==> config.mk <==
export PLATFORM = sky130hd
export DESIGN_NAME = pwr_ctl
export DESIGN_NICKNAME = d
export VERILOG_FILES = /design/src/core/pwr_ctl_pkg.sv /design/src/core/pwr_ctl.sv /design/src/core/sync_bank.sv /design/src/core/interval_timer.sv
export SDC_FILE = /design/constraint.sdc
export NUM_CORES = 1
export LEC_CHECK = 0
export BUFFER_PORTS_ARGS = -buffer_cell sky130_fd_sc_hd__buf_2
export CORE_MARGIN = 8
export CORE_UTILIZATION = 54
export DETAILED_ROUTE_END_ITERATION = 10
export HOLD_SLACK_MARGIN = 0.05
export PLACE_DENSITY = 0.87
export RECOVER_POWER = 100
export SYNTH_ARGS = -nofsm -noshare
export SYNTH_HDL_FRONTEND = slang
export SYNTH_SLANG_ARGS = --single-unit
==> constraint.sdc <==
create_clock -name clk_i -period 5.4 [get_ports clk_i]
set_clock_uncertainty 0.15 [all_clocks]
set_input_delay 0 -clock clk_i [delete_from_list [all_inputs] [get_ports clk_i]]
set_output_delay 0 -clock clk_i [all_outputs]
set_load 0.05 [all_outputs]
==> src/core/pwr_ctl_pkg.sv <==
// constants for the burst and auto-restart control unit
package pwr_ctl_pkg;
  // ********************************
  // clock and intervals
  // ********************************
  localparam int unsigned CLK_HZ      = 200_000_000;
  localparam int unsigned BLANK_MS    = 20;
  localparam int unsigned SOFT_MS     = 20;
  localparam int unsigned SPIKE_US    = 30;
  localparam int unsigned BLANK_CYC   = 32'((64'(BLANK_MS) * 64'(CLK_HZ)) / 64'd1000);
  localparam int unsigned SOFT_CYC    = 32'((64'(SOFT_MS) * 64'(CLK_HZ)) / 64'd1000);
  localparam int unsigned SPIKE_CYC   = 32'((64'(SPIKE_US) * 64'(CLK_HZ)) / 64'd1000000);
  localparam int unsigned TMR_W       = 32;
  // ********************************
  // register map
  // ********************************
  localparam logic [7:0]  CTRL_OFS    = 8'h00;
  localparam logic [7:0]  STATUS_OFS  = 8'h04;
  localparam logic [7:0]  COUNT_OFS   = 8'h08;
  localparam int unsigned CTRL_EXT    = 0;
  localparam int unsigned CTRL_SWF    = 1;
  localparam logic [1:0]  CTRL_RST    = 2'h1;
  localparam int unsigned ST_STATE    = 0;
  localparam int unsigned ST_FLAGS    = 4;
  localparam int unsigned ST_FAULT    = 12;
  localparam int unsigned CNT_W       = 16;
  // ********************************
  // inputs and states
  // ********************************
  localparam int unsigned N_IN        = 12;
  typedef enum logic [2:0] {
    ST_CHARGE, ST_SOFT, ST_NORMAL, ST_BURST, ST_RESTART
  } mode_t;
endpackage

==> src/core/pwr_ctl.sv <==
// burst mode and auto-restart control unit with wishbone register access
`timescale 1ns/1ps
// Function
// fixed 20 ms blanking before burst or auto-restart entry
// burst-entry counter held at zero while feedback not below entry level
// burst-entry counter starts once feedback falls below 1.35 V
// burst entered only when counter reaches 20 ms, feedback still low
// burst entry sets burst flag and drops bias enable
// startup cell held off throughout burst mode
// in burst with bias off, feedback above 3.5 V re-enables bias
// burst mode selects the reduced 0.34 V current limit
// in burst while switching, feedback down at 3.0 V drops bias
// feedback above 4.0 V leaves burst and restores full current
// burst uses fixed blanking only; restart supports fixed and extended
// feedback above 4.0 V starts the protection blanking counter
// protection counter at 20 ms releases the blanking-pin clamp
// extended blanking ends only when blanking pin reaches 4.0 V
// further 30 us spike blanking before auto-restart activates
// blanking delays apply only to overload and open loop
// supply, thermal, opto and external faults restart without blanking
// restart: stop, cell on at turn-off, cell off and power at turn-on
// after startup recheck fault: restart again or resume normal
// soft start at power-up and every restart attempt
// soft start completes 20 ms after switching on
// inputs synchronised; intervals counted on the internal clock
// running blanking counter cleared when its cause disappears
module pwr_ctl #(
  parameter int unsigned BLANK_CYC = pwr_ctl_pkg::BLANK_CYC,
  parameter int unsigned SOFT_CYC  = pwr_ctl_pkg::SOFT_CYC,
  parameter int unsigned SPIKE_CYC = pwr_ctl_pkg::SPIKE_CYC
) (
  // clock and reset
  input  wire logic        clk_i,
  input  wire logic        rst_i,
  // wishbone slave
  input  wire logic        wb_cyc_i,
  input  wire logic        wb_stb_i,
  input  wire logic        wb_we_i,
  input  wire logic [7:0]  wb_adr_i,
  input  wire logic [3:0]  wb_sel_i,
  input  wire logic [31:0] wb_dat_i,
  output logic      [31:0] wb_dat_o,
  output logic             wb_ack_o,
  // comparators
  input  wire logic        burst_entry_comparator_i,
  input  wire logic        burst_wake_comparator_i,
  input  wire logic        burst_sleep_comparator_i,
  input  wire logic        overload_comparator_i,
  input  wire logic        blanking_pin_comparator_i,
  input  wire logic        vcc_off_cmp_i,
  input  wire logic        vcc_on_cmp_i,
  // fault indications
  input  wire logic        vcc_ovp_i,
  input  wire logic        over_temp_i,
  input  wire logic        vcc_uvlo_i,
  input  wire logic        opto_short_i,
  input  wire logic        ext_restart_i,
  // control outputs
  output logic             burst_flag_o,
  output logic             bias_en_o,
  output logic             reduced_limit_o,
  output logic             clamp_release_o,
  output logic             startup_cell_en_o,
  output logic             auto_restart_o,
  output logic             soft_start_o
);
  // ********************************
  // input synchronisation
  // ********************************
  logic [pwr_ctl_pkg::N_IN-1:0] raw;
  logic [pwr_ctl_pkg::N_IN-1:0] syn;
  logic                         fb_low;
  logic                         fb_wake;
  logic                         fb_sleep;
  logic                         fb_over;
  logic                         ba_high;
  logic                         vcc_off;
  logic                         vcc_on;
  logic                         hard_fault;
  logic [1:0]                   ctrl_q;
  logic [pwr_ctl_pkg::CNT_W-1:0] count_q;
  pwr_ctl_pkg::mode_t           mode_q;

  assign raw = {burst_wake_comparator_i, ext_restart_i, opto_short_i, vcc_uvlo_i,
                over_temp_i, vcc_ovp_i, vcc_on_cmp_i, vcc_off_cmp_i, blanking_pin_comparator_i,
                overload_comparator_i, burst_sleep_comparator_i, burst_entry_comparator_i};

  sync_bank #(.W(pwr_ctl_pkg::N_IN)) u_sync (
    .clk_i   (clk_i),
    .rst_i   (rst_i),
    .async_i (raw),
    .sync_o  (syn)
  );

  assign fb_low   = syn[0];
  assign fb_sleep = syn[1];
  assign fb_over  = syn[2];
  assign ba_high  = syn[3];
  assign vcc_off  = syn[4];
  assign vcc_on   = syn[5];
  assign fb_wake  = syn[11];
  // software can raise the external restart request as well
  assign hard_fault = |syn[10:6] | ctrl_q[pwr_ctl_pkg::CTRL_SWF];

  // ********************************
  // blanking and soft-start timers
  // ********************************
  logic powered;
  logic burst_run;
  logic burst_done;
  logic prot_run;
  logic prot_done;
  logic spike_run;
  logic spike_done;
  logic soft_done;
  logic gate_open;

  assign powered = (mode_q == pwr_ctl_pkg::ST_NORMAL);
  // only the normal state may count towards burst; any rise above 1.35 V clears
  assign burst_run = powered && fb_low;
  interval_timer #(.LIMIT(BLANK_CYC)) u_burst_tmr (
    .clk_i  (clk_i),
    .rst_i  (rst_i),
    .run_i  (burst_run),
    .done_o (burst_done)
  );

  // overload or open loop is the only cause that runs the blanking chain
  assign prot_run = (powered || mode_q == pwr_ctl_pkg::ST_BURST) && fb_over;
  interval_timer #(.LIMIT(BLANK_CYC)) u_prot_tmr (
    .clk_i  (clk_i),
    .rst_i  (rst_i),
    .run_i  (prot_run),
    .done_o (prot_done)
  );

  // basic mode skips the pin; extended mode waits for the charged capacitor
  assign gate_open = prot_done &&
                     (ba_high || !ctrl_q[pwr_ctl_pkg::CTRL_EXT]);
  assign spike_run = gate_open;
  interval_timer #(.LIMIT(SPIKE_CYC)) u_spike_tmr (
    .clk_i  (clk_i),
    .rst_i  (rst_i),
    .run_i  (spike_run),
    .done_o (spike_done)
  );

  interval_timer #(.LIMIT(SOFT_CYC)) u_soft_tmr (
    .clk_i  (clk_i),
    .rst_i  (rst_i),
    .run_i  (mode_q == pwr_ctl_pkg::ST_SOFT),
    .done_o (soft_done)
  );

  // ********************************
  // mode sequencing
  // ********************************
  always_ff @(posedge clk_i or posedge rst_i) begin
    if (rst_i) begin
      mode_q <= pwr_ctl_pkg::ST_CHARGE;
    end else begin
      unique case (mode_q)
        pwr_ctl_pkg::ST_CHARGE: begin
          if (vcc_on) begin
            mode_q <= pwr_ctl_pkg::ST_SOFT;
          end
        end
        pwr_ctl_pkg::ST_SOFT: begin
          if (hard_fault) begin
            mode_q <= pwr_ctl_pkg::ST_RESTART;
          end else if (soft_done) begin
            // fault recheck at the end of the startup phase
            mode_q <= fb_over ? pwr_ctl_pkg::ST_RESTART
                              : pwr_ctl_pkg::ST_NORMAL;
          end
        end
        pwr_ctl_pkg::ST_NORMAL: begin
          if (hard_fault || spike_done) begin
            mode_q <= pwr_ctl_pkg::ST_RESTART;
          end else if (burst_done && fb_low) begin
            mode_q <= pwr_ctl_pkg::ST_BURST;
          end
        end
        pwr_ctl_pkg::ST_BURST: begin
          if (hard_fault) begin
            mode_q <= pwr_ctl_pkg::ST_RESTART;
          end else if (fb_over) begin
            mode_q <= pwr_ctl_pkg::ST_NORMAL;
          end
        end
        pwr_ctl_pkg::ST_RESTART: begin
          if (vcc_off) begin
            mode_q <= pwr_ctl_pkg::ST_CHARGE;
          end
        end
      endcase
    end
  end

  // ********************************
  // bias enable
  // ********************************
  always_ff @(posedge clk_i or posedge rst_i) begin
    if (rst_i) begin
      bias_en_o <= 1'b0;
    end else if (mode_q == pwr_ctl_pkg::ST_BURST) begin
      if (fb_over) begin
        bias_en_o <= 1'b1;
      end else if (!bias_en_o && fb_wake) begin
        bias_en_o <= 1'b1;
      end else if (bias_en_o && fb_sleep) begin
        bias_en_o <= 1'b0;
      end
    end else if (mode_q == pwr_ctl_pkg::ST_NORMAL && burst_done && fb_low && !hard_fault
                 && !spike_done) begin
      bias_en_o <= 1'b0;
    end else begin
      bias_en_o <= (mode_q == pwr_ctl_pkg::ST_NORMAL || mode_q == pwr_ctl_pkg::ST_SOFT)
                   && !hard_fault && !spike_done;
    end
  end

  // ********************************
  // derived control outputs
  // ********************************
  always_ff @(posedge clk_i or posedge rst_i) begin
    if (rst_i) begin
      burst_flag_o    <= 1'b0;
      reduced_limit_o <= 1'b0;
    end else begin
      burst_flag_o    <= (mode_q == pwr_ctl_pkg::ST_BURST) && !fb_over;
      reduced_limit_o <= (mode_q == pwr_ctl_pkg::ST_BURST) && !fb_over;
    end
  end

  always_ff @(posedge clk_i or posedge rst_i) begin
    if (rst_i) begin
      startup_cell_en_o <= 1'b1;
    end else begin
      // cell charges only from turn-off until turn-on; never in burst
      startup_cell_en_o <= (mode_q == pwr_ctl_pkg::ST_CHARGE && !vcc_on) ||
                           (mode_q == pwr_ctl_pkg::ST_RESTART && vcc_off);
    end
  end

  always_ff @(posedge clk_i or posedge rst_i) begin
    if (rst_i) begin
      clamp_release_o <= 1'b0;
      auto_restart_o  <= 1'b0;
      soft_start_o    <= 1'b0;
    end else begin
      clamp_release_o <= prot_done;
      auto_restart_o  <= (mode_q == pwr_ctl_pkg::ST_RESTART) ||
                         (mode_q == pwr_ctl_pkg::ST_CHARGE && count_q != '0);
      soft_start_o    <= (mode_q == pwr_ctl_pkg::ST_SOFT);
    end
  end

  // ********************************
  // register file
  // ********************************
  logic req;
  logic hit_ctrl;
  logic hit_count;
  assign req       = wb_cyc_i && wb_stb_i && !wb_ack_o;
  assign hit_ctrl  = wb_adr_i == pwr_ctl_pkg::CTRL_OFS;
  assign hit_count = wb_adr_i == pwr_ctl_pkg::COUNT_OFS;

  always_ff @(posedge clk_i or posedge rst_i) begin
    if (rst_i) begin
      wb_ack_o <= 1'b0;
    end else begin
      wb_ack_o <= req;
    end
  end

  always_ff @(posedge clk_i or posedge rst_i) begin
    if (rst_i) begin
      ctrl_q <= pwr_ctl_pkg::CTRL_RST;
    end else if (req && wb_we_i && hit_ctrl && wb_sel_i[0]) begin
      ctrl_q <= wb_dat_i[1:0];
    end
  end

  logic restart_entry;
  assign restart_entry = (mode_q == pwr_ctl_pkg::ST_NORMAL && (hard_fault || spike_done)) ||
                         (mode_q == pwr_ctl_pkg::ST_BURST && hard_fault) ||
                         (mode_q == pwr_ctl_pkg::ST_SOFT &&
                          (hard_fault || (soft_done && fb_over)));
  // restart entries; a new entry beats a clearing write in the same cycle
  always_ff @(posedge clk_i or posedge rst_i) begin
    if (rst_i) begin
      count_q <= '0;
    end else if (mode_q != pwr_ctl_pkg::ST_RESTART && restart_entry) begin
      count_q <= (count_q == '1) ? count_q : count_q + 1'b1;
    end else if (req && wb_we_i && hit_count && wb_sel_i[0]) begin
      count_q <= '0;
    end
  end

  always_ff @(posedge clk_i or posedge rst_i) begin
    if (rst_i) begin
      wb_dat_o <= 32'h0;
    end else if (req && !wb_we_i) begin
      unique case (wb_adr_i)
        pwr_ctl_pkg::CTRL_OFS:   wb_dat_o <= {30'h0, ctrl_q};
        pwr_ctl_pkg::STATUS_OFS: wb_dat_o <= {15'h0, hard_fault, fb_over,
                                   fb_low, 2'h0, soft_start_o, auto_restart_o,
                                   startup_cell_en_o, clamp_release_o,
                                   reduced_limit_o, bias_en_o, burst_flag_o,
                                   1'b0, 4'(mode_q)};
        pwr_ctl_pkg::COUNT_OFS:  wb_dat_o <= {16'h0, count_q};
        default:                 wb_dat_o <= 32'h0;
      endcase
    end
  end
endmodule // pwr_ctl

==> src/core/sync_bank.sv <==
// two-flop synchroniser bank for comparator and fault inputs
`timescale 1ns/1ps
module sync_bank #(
  parameter int unsigned W = 1
) (
  // clock and reset
  input  wire logic         clk_i,
  input  wire logic         rst_i,
  // data
  input  wire logic [W-1:0] async_i,
  output logic      [W-1:0] sync_o
);
  logic [W-1:0] meta_q;

  // ********************************
  // one stage pair per bit
  // ********************************
  for (genvar i = 0; i < W; i++) begin : g_bit
    always_ff @(posedge clk_i or posedge rst_i) begin
      if (rst_i) begin
        meta_q[i] <= 1'b0;
        sync_o[i] <= 1'b0;
      end else begin
        meta_q[i] <= async_i[i];
        sync_o[i] <= meta_q[i];
      end
    end
  end
endmodule // sync_bank

==> src/core/interval_timer.sv <==
// saturating interval counter, cleared whenever its run condition drops
`timescale 1ns/1ps
module interval_timer #(
  parameter int unsigned LIMIT = 1
) (
  // clock and reset
  input  wire logic clk_i,
  input  wire logic rst_i,
  // control
  input  wire logic run_i,
  output logic      done_o
);
  logic [pwr_ctl_pkg::TMR_W-1:0] cnt_q;

  always_ff @(posedge clk_i or posedge rst_i) begin
    if (rst_i) begin
      cnt_q <= '0;
    end else if (!run_i) begin
      cnt_q <= '0;
    end else if (cnt_q != LIMIT) begin
      cnt_q <= cnt_q + 1'b1;
    end
  end

  // done stands from LIMIT edges after run rose until run drops
  assign done_o = run_i && (cnt_q == LIMIT);
endmodule // interval_timer

# After elaboration in Yosys (flattened, before gate mapping)
# Cells that the tools add are included.
dict set report totals {
  ff_bits 212
  in_bits 61
  output_inout_bits 40
  word_cells 156
}
dict set report classes {
  n_addsub 5
  n_eq_ne 27
  muxes 27
  bitwise 1
  n_reduce_logical 57
}
# cell count
set op_table {}
lappend op_table {{32-bit 2-to-1 mux} 8}
lappend op_table {{32-bit by 1-bit adder with 32-bit output, second input constant} 4}
lappend op_table {{32-bit by 22-bit equality test with 1-bit output, second input constant} 3}
lappend op_table {{32-bit by 22-bit != test with 1-bit output, second input constant} 3}
lappend op_table {{17-bit one-hot mux with 3 select lines} 1}
lappend op_table {{16-bit 2-to-1 mux} 3}
lappend op_table {{1-bit logical AND} 33}
lappend op_table {{32-bit by 13-bit equality test with 1-bit output, second input constant} 1}
lappend op_table {{32-bit by 13-bit != test with 1-bit output, second input constant} 1}
lappend op_table {{3-bit 2-to-1 mux} 9}
lappend op_table {{16-bit by 1-bit adder with 16-bit output, second input constant} 1}
lappend op_table {{16-bit equality test, second input constant} 1}
lappend op_table {{16-bit nonzero test} 1}
lappend op_table {{3-bit one-hot mux with 5 select lines} 1}
lappend op_table {{2-bit != test, second input constant} 5}
lappend op_table {{1-bit logical OR} 9}
lappend op_table {{8-bit by 3-bit equality test with 1-bit output, second input constant} 1}
lappend op_table {{8-bit by 4-bit equality test with 1-bit output, second input constant} 1}
lappend op_table {{1-bit logical NOT} 8}
lappend op_table {{8-bit logical NOT} 1}
lappend op_table {{3-bit by 2-bit equality test with 1-bit output, second input constant} 2}
lappend op_table {{3-bit != test, second input constant} 2}
lappend op_table {{1-bit 2-to-1 mux} 5}
lappend op_table {{5-bit AND reduction} 1}
lappend op_table {{other kinds (11)} 12}

# Longest topological paths before layout
# Gate-level depths: netlist (run 1).
dict set report logic_depth {
  ltp_word 13
  mapped_depth 11
  mapped_depth_nobuf 8
}

# Modules after synthesis
# A second synthesis (run 1) with hierarchy kept.
dict set report hier_totals {
  cells_unflattened 1076
  hier_area_um2 10407.5
}
# mod instances cells_per_inst area_each_um2 seq_area_each_um2
set by_module_without_submodules {}
lappend by_module_without_submodules {{interval_timer (u_burst_tmr ...)} 3 193 1805.5 800.8}
lappend by_module_without_submodules {pwr_ctl 1 282 2615.0 1128.6}
lappend by_module_without_submodules {{interval_timer (u_spike_tmr)} 1 190 1771.7 800.8}
lappend by_module_without_submodules {sync_bank 1 25 604.3 600.6}

# Worst setup path after synthesis (run 1)
# Ideal clock, no wire load.
dict set report synth_timing {
  path_kind {reg2reg}
  start {reg u_soft_tmr.cnt_q[0] (netlist name)}
  end {reg count_q[8] (netlist name)}
  setup_time_ps 124
  arrival_ps 2237
  t_required_ps 5126
  path_slack_ps 2889
  stages_incl_launch_ff 10
  path_buffers 1
  period_less_slack_ps 2511
  path_cell_list {dfrtp_1 -> inv_1 -> ha_1 -> nor4b_1 -> nand4_1 -> or4_1 -> buf_6 -> o21ba_1 -> and3_4 -> a211o_1}
}
dict set report synth_via {
  elab_chain_cells 9
  elab_cells_between_ends 11
  classes_between {2 x eq/ne; 1 x mux; 8 x reduce/logical}
}
# element line_no
set synth_rtl {}
lappend synth_rtl {{from (decl)} interval_timer.sv:13} ;# logic [pwr_ctl_pkg::TMR_W-1:0] cnt_q;
lappend synth_rtl {{from (signal assigned)} interval_timer.sv:21} ;# cnt_q <= cnt_q + 1'b1;
lappend synth_rtl {{32-bit by 22-bit equality test with 1-bit output *} interval_timer.sv:26} ;# assign done_o = run_i && (cnt_q == LIMIT);
lappend synth_rtl {{1-bit logical AND *} interval_timer.sv:26}
lappend synth_rtl {{1-bit logical AND *} pwr_ctl.sv:289} ;# (hard_fault || (soft_done && fb_over)));
lappend synth_rtl {{1-bit logical OR *} pwr_ctl.sv:289}
lappend synth_rtl {{1-bit logical AND *} pwr_ctl.sv:288} ;# (mode_q == pwr_ctl_pkg::ST_SOFT &&
lappend synth_rtl {{1-bit logical OR *} pwr_ctl.sv:287} ;# (mode_q == pwr_ctl_pkg::ST_BURST && hard_fault) ||
lappend synth_rtl {{1-bit logical AND *} pwr_ctl.sv:294} ;# end else if (mode_q != pwr_ctl_pkg::ST_RESTART && restart_entry) begin
lappend synth_rtl {{2-bit != test (no line) or 2-bit nonzero test (tied branches)} -}
lappend synth_rtl {{2-bit AND reduction (no line)} -}
lappend synth_rtl {{to (signal assigned)} pwr_ctl.sv:295} ;# count_q <= (count_q == '1) ? count_q : count_q + 1'b1;
lappend synth_rtl {{to (decl)} pwr_ctl.sv:81} ;# logic [pwr_ctl_pkg::CNT_W-1:0] count_q;
# Every way passes the cells marked *; elsewhere a longest branch is shown, timed or not.
# A chain may end at the register's enable or synchronous reset.

# Worst setup path after layout (run 1)
dict set report layout_timing {
  start {reg mode_q[2]}
  end {reg count_q[10] (netlist name)}
}
dict set report layout_via {
  elab_chain_cells 13
  elab_cells_between_ends 23
  classes_between {5 x eq/ne; 1 x mux; 17 x reduce/logical}
}
# element line_no
set layout_rtl {}
lappend layout_rtl {{from (decl)} pwr_ctl.sv:82} ;# pwr_ctl_pkg::mode_t mode_q;
lappend layout_rtl {{from (signal assigned)} pwr_ctl.sv:160} ;# mode_q <= pwr_ctl_pkg::ST_CHARGE;
lappend layout_rtl {{from (signal assigned)} pwr_ctl.sv:165} ;# mode_q <= pwr_ctl_pkg::ST_SOFT;
lappend layout_rtl {{from (signal assigned)} pwr_ctl.sv:170} ;# mode_q <= pwr_ctl_pkg::ST_RESTART;
lappend layout_rtl {{3-bit by 2-bit equality test with 1-bit output, on equally long branches} -}
lappend layout_rtl {{1-bit logical OR} pwr_ctl.sv:129} ;# assign prot_run = (powered || mode_q == pwr_ctl_pkg::ST_BURST) && fb_over;
lappend layout_rtl {{1-bit logical AND} pwr_ctl.sv:129}
lappend layout_rtl {{1-bit logical AND} interval_timer.sv:26}
lappend layout_rtl {{1-bit logical AND} pwr_ctl.sv:138} ;# assign gate_open = prot_done &&
lappend layout_rtl {{1-bit logical AND} interval_timer.sv:26}
lappend layout_rtl {{1-bit logical OR} pwr_ctl.sv:286} ;# assign restart_entry = (mode_q == pwr_ctl_pkg::ST_NORMAL && (hard_fault || spike_done)) ||
lappend layout_rtl {{1-bit logical AND} pwr_ctl.sv:286}
lappend layout_rtl {{1-bit logical OR} pwr_ctl.sv:286}
lappend layout_rtl {{1-bit logical OR} pwr_ctl.sv:287}
lappend layout_rtl {{1-bit logical AND *} pwr_ctl.sv:294}
lappend layout_rtl {{2-bit != test (no line) or 2-bit nonzero test (tied branches)} -}
lappend layout_rtl {{2-bit AND reduction (no line)} -}
# Marks and branches as above.

==> metrics, run 1 <==
outcome=complete, but fails checks; violated checks=capacitance limit, slew limit; Syn Inst Count=between 1000 and 1500; count of unique library cells instantiated by Yosys=67; Yosys warnings=0; Hold Fails Final Rpt=0; crit share post-route=0.847; crit path DAT=4750 ps; Achievable Freq=0.219 GHz; Mapped Area=9790 um^2; ys async rst share=1.00; number of synthesized flops with an enable pin=0; H-tree depth=4; via count=7645; Overall Global Routing Usage=0.196; CTS tree=yes; largest net degree at the start of global routing=198; sequential power share=0.485; per-cell routed wire length=around 16 um; vias per cell=around 5.8; worst endpoint required time=5580 ps; HPWL after DPL=13.9 mm; Lkg Pwr=4.51 nW; CTS Sinks=197; final net count=1158; # DRC=0; Final Max Slew Viols=around 200; Comb power frac=0.127; min Tclk post-route=4570 ps; crit-path max FO=34; clock share of power=0.388; Slew headroom=-0.724; clock root buffer master=clkbuf_16; cts bufs inserted=17; pwr dens=around 310 nW/um^2; Port Buffers=52; r2r setup slk=830 ps; internal power=~0.0024 W; vias in the first global route=7493; first-pass GRT wire length=36.0 mm; CORE AREA=17900 um^2; ANT nets after route=0; initial antenna violation count=0; Clock Latency Late Sink=440 ps; Seq/Total Area, Yosys=0.504; setup bufs post-CTS=0; die area=22700 um^2; GRT overflow=0; CTS Buffer Depth=2; Post-CTS Resized=0; post-synthesis register bit count=between 150 and 200; chip width=151 um; final setup TNS=0 ps; Ports=101; net switching fraction of the power=0.286; Synth Flop Type=dfrtp_1; ANT cells=0; max-cap viol count=1; hold-fix buffers at CTS=37; Crit. End Element=register; VDD IR-drop max=246 uV; WS Path Type=register to register; Starting Density=0.547; final setup margin=~830 ps; post-place setup slack=1350 ps; DR pass1 iterations=6; row count=49; RD Place Congestion=0.913; 1st-iter DRT viols=between 700 and 800; average cell area after synthesis=just under 10 um^2; switching power=0.000969 W; Die H=151 um; critical path startpoint category=register; layout cells sized above 1=0.0736; CTS clk-pin slew, worst paths=approximately 70 ps; RSZ-0062 raised after global routing=false; final WL=21.1 mm; Hold Path Class=input port to register; Finish-stage setup viols=0; Area Overhead vs Synth=12.8%; worst slew pin tran=2590 ps
-- worst paths after layout --
check                                 startpoint               endpoint  cells after the start
worst max-delay path                   mode_q[2]            count_q[10]                      6
worst min-delay path                 wb_adr_i[2]            wb_dat_o[1]                      4
worst max register to register         mode_q[2]            count_q[10]                      6
worst min register to register  u_sync.meta_q[3]       u_sync.sync_o[3]                      0
max in group asynchronous                  rst_i  u_spike_tmr.cnt_q[17]                      4
min in group asynchronous                  rst_i   u_prot_tmr.cnt_q[28]                      4
-- layout make-up --
type	instances	area, um^2
Clock buffer	19	443
Inverter	32	124
Fill cell	1425	6860
Tap cell	229	287
Clock inverter	13	169
Timing Repair Buffer	92	617
Multi-Input combinational cell	747	4470
Sequential cell	197	4930
-- power by group through the flow --
stage               Clock [W]  Combinational [W]  Sequential, W
finish                0.00132           0.000432        0.00165
detailed placement          0           0.000416        0.00167
global route          0.00140           0.000472        0.00166
CTS                   0.00133           0.000436        0.00164
floorplan                   0           0.000338        0.00166
global placement            0           0.000406        0.00166
-- cells in the mapped netlist (6+ instances only) --
cell type | n | area, um^2
dfrtp_1 | 195 | 4880
a22oi_1 | 13 | 97.6
o22ai_1 | 7 | 43.8
a211oi_1 | 6 | 45.0
xnor2_1 | 30 | 263
nor4b_1 | 7 | 61.3
clkbuf_1 | 30 | 113
ha_1 | 10 | 125
nor2_1 | 161 | 604
and4_1 | 13 | 114
nand4_1 | 44 | 275
a21oi_1 | 19 | 95.1
nor2b_1 | 6 | 37.5
nor4_1 | 33 | 206
xor2_1 | 85 | 744
inv_1 | 32 | 120
nand3_1 | 59 | 295
nor3_1 | 14 | 70.1
o21ai_0 | 33 | 165
o21ai_1 | 6 | 30.0
buf_4 | 18 | 135
or3_1 | 11 | 68.8
nand2_1 | 79 | 297
and3_1 | 22 | 138
and2_1 | 12 | 75.1
-- stage by stage --
step	area, um^2	cells	total power, W	hold WS (ps)	util
CTS	11100	1329	0.00341	57.0	0.621
finish	11000	1329	0.00339	87.2	0.617
detailed placement	10100	1260	0.00209	-40.7	0.566
global placement	10100	1260	0.00207	-42.4	0.566
global route	11000	1329	0.00353	89.5	0.617
floorplan	9850	1030	0.00199	-119	-
-- worst max-delay path, cell delays in order, from the launching register on --
cell	delay, ps
dfrtp_1	520
nand3b_1	1020
a21oi_1	570
or3b_1	860
and3b_1	780
nor3_1	250
a211oi_1	290
-- cells in the final DEF (no fill, tap or decap), drive strengths merged, types with 13 or more instances in the layout --
cell,synthesis,final
dfrtp,195,195
nor2,161,161
xor2,85,85
nand2,79,79
nand3,60,60
clkbuf,30,47
nand4,44,44
o21ai,39,39
dlygate4sd3,0,37
nor4,36,36
inv,32,35
xnor2,30,30
buf,24,27
and3,23,23
a21oi,20,20
conb,1,15
nor3,14,14
and4,13,13
a22oi,13,13
-- per-layer routing --
layer / global-route usage / vias to the layer above / part of all wire
li1: - / 3644 / -
met1: 0.260 / 3730 / 0.45
met2: 0.313 / 242 / 0.48
met3: 0.0376 / 29 / 0.060
met4: 0.0727 / 0 / 0.017
met5: 0 / - / 0
-- state kept, by name (all words and copies together) (netlist names) --
register / count
bias_en_o: 1
reduced_limit_o: 1
startup_cell_en_o: 1
u_spike_tmr.cnt_q: 32
soft_start_o: 1
u_burst_tmr.cnt_q: 32
u_prot_tmr.cnt_q: 32
wb_ack_o: 1
u_soft_tmr.cnt_q: 32
count_q: 16
u_sync.sync_o: 12
auto_restart_o: 1
wb_dat_o: 17
clamp_release_o: 1
u_sync.meta_q: 12
mode_q: 3
ctrl_q: 2
-- cells by family (layout without fill, tap and decap cells) --
family,Yosys count,count (layout),synth area share
XOR/XNOR,115,115,0.103
buffers and inverters,86,156,0.0423
adder cells (fa/ha/maj),10,10,0.0128
AND/OR/NAND/NOR,491,491,0.257
AO/OA/AOI/OAI,111,111,0.0757
flip-flops,197,197,0.504
other,1,15,0.000383
multiplexers,5,5,0.00562
Power figures use the tool's default switching activity.
==> run 2: changes to the inputs <==
--- a/config.mk
+++ b/config.mk
@@ -5,6 +5,7 @@
 export SDC_FILE = /design/constraint.sdc
 export NUM_CORES = 1
 export LEC_CHECK = 0
+export ABC_AREA = 1
 export BUFFER_PORTS_ARGS = -buffer_cell sky130_fd_sc_hd__buf_2
 export CORE_MARGIN = 8
 export CORE_UTILIZATION = 54
==> constraint.sdc (replaced) <==
create_clock -name clk_i -period 4.2 [get_ports clk_i]
set_clock_uncertainty 0.15 [all_clocks]
set_input_delay 0 -clock clk_i [delete_from_list [all_inputs] [get_ports clk_i]]
set_output_delay 0 -clock clk_i [all_outputs]
set_load 0.05 [all_outputs]
==> run 2 against run 1 <==
Effect of this change: the run still ends with capacitance limit, slew limit left; critical path type unchanged; fmax rose by 29%; global-route usage rose by 1.7 points; synthesized area rose by 7.2%; count of clock-buffer cells in the layout rose by 4; sequential cell count did not move; utilization fell by 0.32 points; via count rose by 26%; routed wire length rose by 20%; critical path depth rose by 7; combinational power rose by 49%; synthesized cell count rose by 31%.
==> metrics, run 2 <==
final net count=1497 (was 1158); die area=24100 um^2 (was 22700 um^2); min Tclk post-route=3530 ps (was 4570 ps); setup bufs post-CTS=0 (unchanged); Hold Fails Final Rpt=0 (unchanged); row count=51 (was 49); Reg2Reg Depth=13 (was 6); worst slew pin tran=2580 ps (was 2590 ps); CTS tree=yes (unchanged); RSZ-0062 raised after global routing=false (unchanged); # DRC=0 (unchanged); Area after DPL=11000 um^2 (was 10100 um^2); pwr dens=377 nW/um^2 (was 307 nW/um^2); clock root buffer master=clkbuf_16 (unchanged); Syn Inst Count=1336 (was 1016); R2R Path Start=u_prot_tmr.cnt_q[24] (was mode_q[2]); most frequent cells in the layout=nand2_1, dfrtp_1, nor2_1, inv_1, o21ai_0 (was dfrtp_1, nor2_1, xor2_1, nand2_1, nand3_1); Hold Path Class=input port to register (unchanged); Overall Global Routing Usage=0.212 (was 0.196); largest net degree at the start of global routing=198 (unchanged); most common cell after layout, fill and taps aside=nand2_1 (was dfrtp_1); count of unique library cells instantiated by Yosys=56 (was 67); RD Place Congestion=0.925 (was 0.913); GRT overflow=0 (unchanged); Ports=101 (unchanged); Finished Cell Area=11800 um^2 (was 11000 um^2); Synth Flop Type=dfrtp_1 (unchanged); average cell area after synthesis=7.85 um^2 (was 9.64 um^2); Port Buffers=52 (unchanged); cts bufs inserted=17 (unchanged); Synth area leader=dfrtp_1 (unchanged); end point of the critical path=count_q[5] (was count_q[10]); Lkg Pwr=5.10 nW (was 4.51 nW); area of the multi-input gates=4650 um^2 (was 4470 um^2); Seq/Total Area, Yosys=0.470 (was 0.504); crit share post-route=0.841 (was 0.847); CTS clk-pin slew, worst paths=70 ps (about the same); Post-CTS Resized=0 (unchanged); dominant cells by area after synthesis=dfrtp_1, nand2_1, nor2_1, inv_1, a21oi_1 (was dfrtp_1, xor2_1, nor2_1, nand2_1, nand3_1); HPWL after DPL=16.9 mm (was 13.9 mm); r2r setup slk=670 ps (was 830 ps); Slew headroom=-0.717 (was -0.724); Achievable Freq=0.283 GHz (was 0.219 GHz); Die H=155 um (was 151 um); H-tree depth=4 (unchanged); final setup TNS=0 ps (unchanged); CTS Buffer Depth=2 (unchanged); register area=4930 um^2 (unchanged); crit-path max FO=20 (was 34); core occupancy in the finished layout=0.614 (was 0.617); DR pass1 iterations=8 (was 6); ANT cells=0 (unchanged); chip width=155 um (was 151 um); most frequent cell after synthesis=nand2_1 (was dfrtp_1); initial antenna violation count=0 (unchanged); Worst Setup SP=u_prot_tmr.cnt_q[24] (was mode_q[2]); final WL=25.3 mm (was 21.1 mm); via count=9664 (was 7645); Clock Latency Late Sink=440 ps (about the same); worst hold slack=58.6 ps (was 87.2 ps); violated checks=capacitance limit, slew limit (unchanged); WS Path Type=register to register (unchanged); per-cell routed wire length=14.9 um (was 15.9 um); 1st-iter DRT viols=896 (was 730); first-pass GRT wire length=42.6 mm (was 36.0 mm); Fillers=1595 (was 1425); Final Max Slew Viols=198 (unchanged); Crit. End Element=register (unchanged); Yosys warnings=0 (unchanged); outcome=complete, but fails checks (unchanged); Mapped Area=10500 um^2 (was 9790 um^2); ys async rst share=1.00 (unchanged); FF-to-FF End=count_q[5] (was count_q[10]); Yosys top cell area share=0.465 (was 0.498); Starting Density=0.544 (was 0.547); CTS Sinks=197 (unchanged); post-synthesis register bit count=197 (unchanged); most common library cells after synthesis=nand2_1, dfrtp_1, nor2_1 (was dfrtp_1, nor2_1, xor2_1); vias per cell=5.68 (was 5.75); ANT nets after route=0 (unchanged); worst endpoint required time=4430 ps (was 5580 ps); hold-fix buffers at CTS=36 (was 37); critical path startpoint category=register (unchanged); max-cap viol count=1 (unchanged); VDD IR-drop max=278 uV (was 246 uV); vias in the first global route=9360 (was 7493); number of synthesized flops with an enable pin=0 (unchanged); layout cells sized above 1=0.0772 (was 0.0736); CORE AREA=19300 um^2 (was 17900 um^2); crit path DAT=3760 ps (was 4750 ps); Finish-stage setup viols=0 (unchanged); Area Overhead vs Synth=12.7% (was 12.8%)
==> run 2: cell count changes after synthesis, moves of 17 or more <==
cell	change
nand2_1	+171
inv_1	+121
xor2_1	-67
a21oi_1	+55
nor3_1	+45
o21ai_0	+35
inv_2	+28
xnor2_1	-26
nor2_1	+23
and3_1	-20
clkbuf_1	-17
==> run 2: worst min path at each step <==
stage	start	endpoint	slack (ps)	cells past startpoint
2_1_floorplan	burst_entry_comparator_i	u_sync.meta_q[0]	-120	0
3_3_place_gp	ext_restart_i	u_sync.meta_q[10]	-40	1
3_5_place_dp	vcc_on_cmp_i	u_sync.meta_q[5]	-40	1
4_1_cts	burst_wake_comparator_i	u_sync.meta_q[11]	60	2
5_1_grt	overload_comparator_i	u_sync.meta_q[2]	70	2
6_report	burst_wake_comparator_i	u_sync.meta_q[11]	60	2
==> run 2: cells by family after synthesis <==
| family | Yosys count | share of synthesized area |
|---|---|---|
| buffers and inverters | 217 | 0.0847 |
| muxes | 2 | 0.00215 |
| adders and majority gates | 10 | 0.0119 |
| and+or+nand+nor | 687 | 0.304 |
| DFF | 197 | 0.470 |
| xor gates and xnor gates | 22 | 0.0184 |
| other | 1 | 0.000357 |
| AOI/OAI and AO/OA | 200 | 0.108 |
==> run 2: area by class of cell <==
type | instances | share of cell area
tap | 265 | 0.0280
multi-input combinational | 936 | 0.393
clock buffer | 23 | 0.0421
timing repair buffer | 91 | 0.0511
clock inverter | 7 | 0.0102
inverter | 183 | 0.0584
sequential | 197 | 0.417
==> run 2: power by group <==
group | leakage, nW | total, W | switching [W] | internal (W)
logic | 2.13 | 0.000642 | 0.000458 | 0.000184
clock network | 0.301 | 0.00172 | 0.000706 | 0.00101
registers | 2.67 | 0.00210 | 0.000107 | 0.00199
==> run 2: critical path, cell delays in order, from the launching register on <==
cell     delay, ps
dfrtp_1        450
nor2_1         250
nand2_1        130
nor2_1         130
nand2_1         80
nor2_1         230
nand3_1        650
nor2_2         470
nand2_2        140
o21ai_4        190
nand2_4        230
inv_2          180
o21ai_0        110
nand2_1         70
==> run 2: metrics by stage <==
| step | cells | power, W | setup slack, ps |
|---|---|---|---|
| floorplan | 1350 | 0.00262 | 1510 |
| global placement | 1636 | 0.00274 | 1290 |
| detailed placement | 1636 | 0.00276 | 1250 |
| CTS | 1702 | 0.00449 | 1120 |
| global route | 1702 | 0.00462 | 483 |
| finish | 1702 | 0.00446 | 666 |
==> run 2: layer usage <==
metal,wire (um),vias to the layer above,track usage
met4,836,0,0.0970
met5,0,-,0
met1,10700,4610,0.264
li1,-,4586,-
met3,1520,78,0.0397
met2,12300,390,0.354
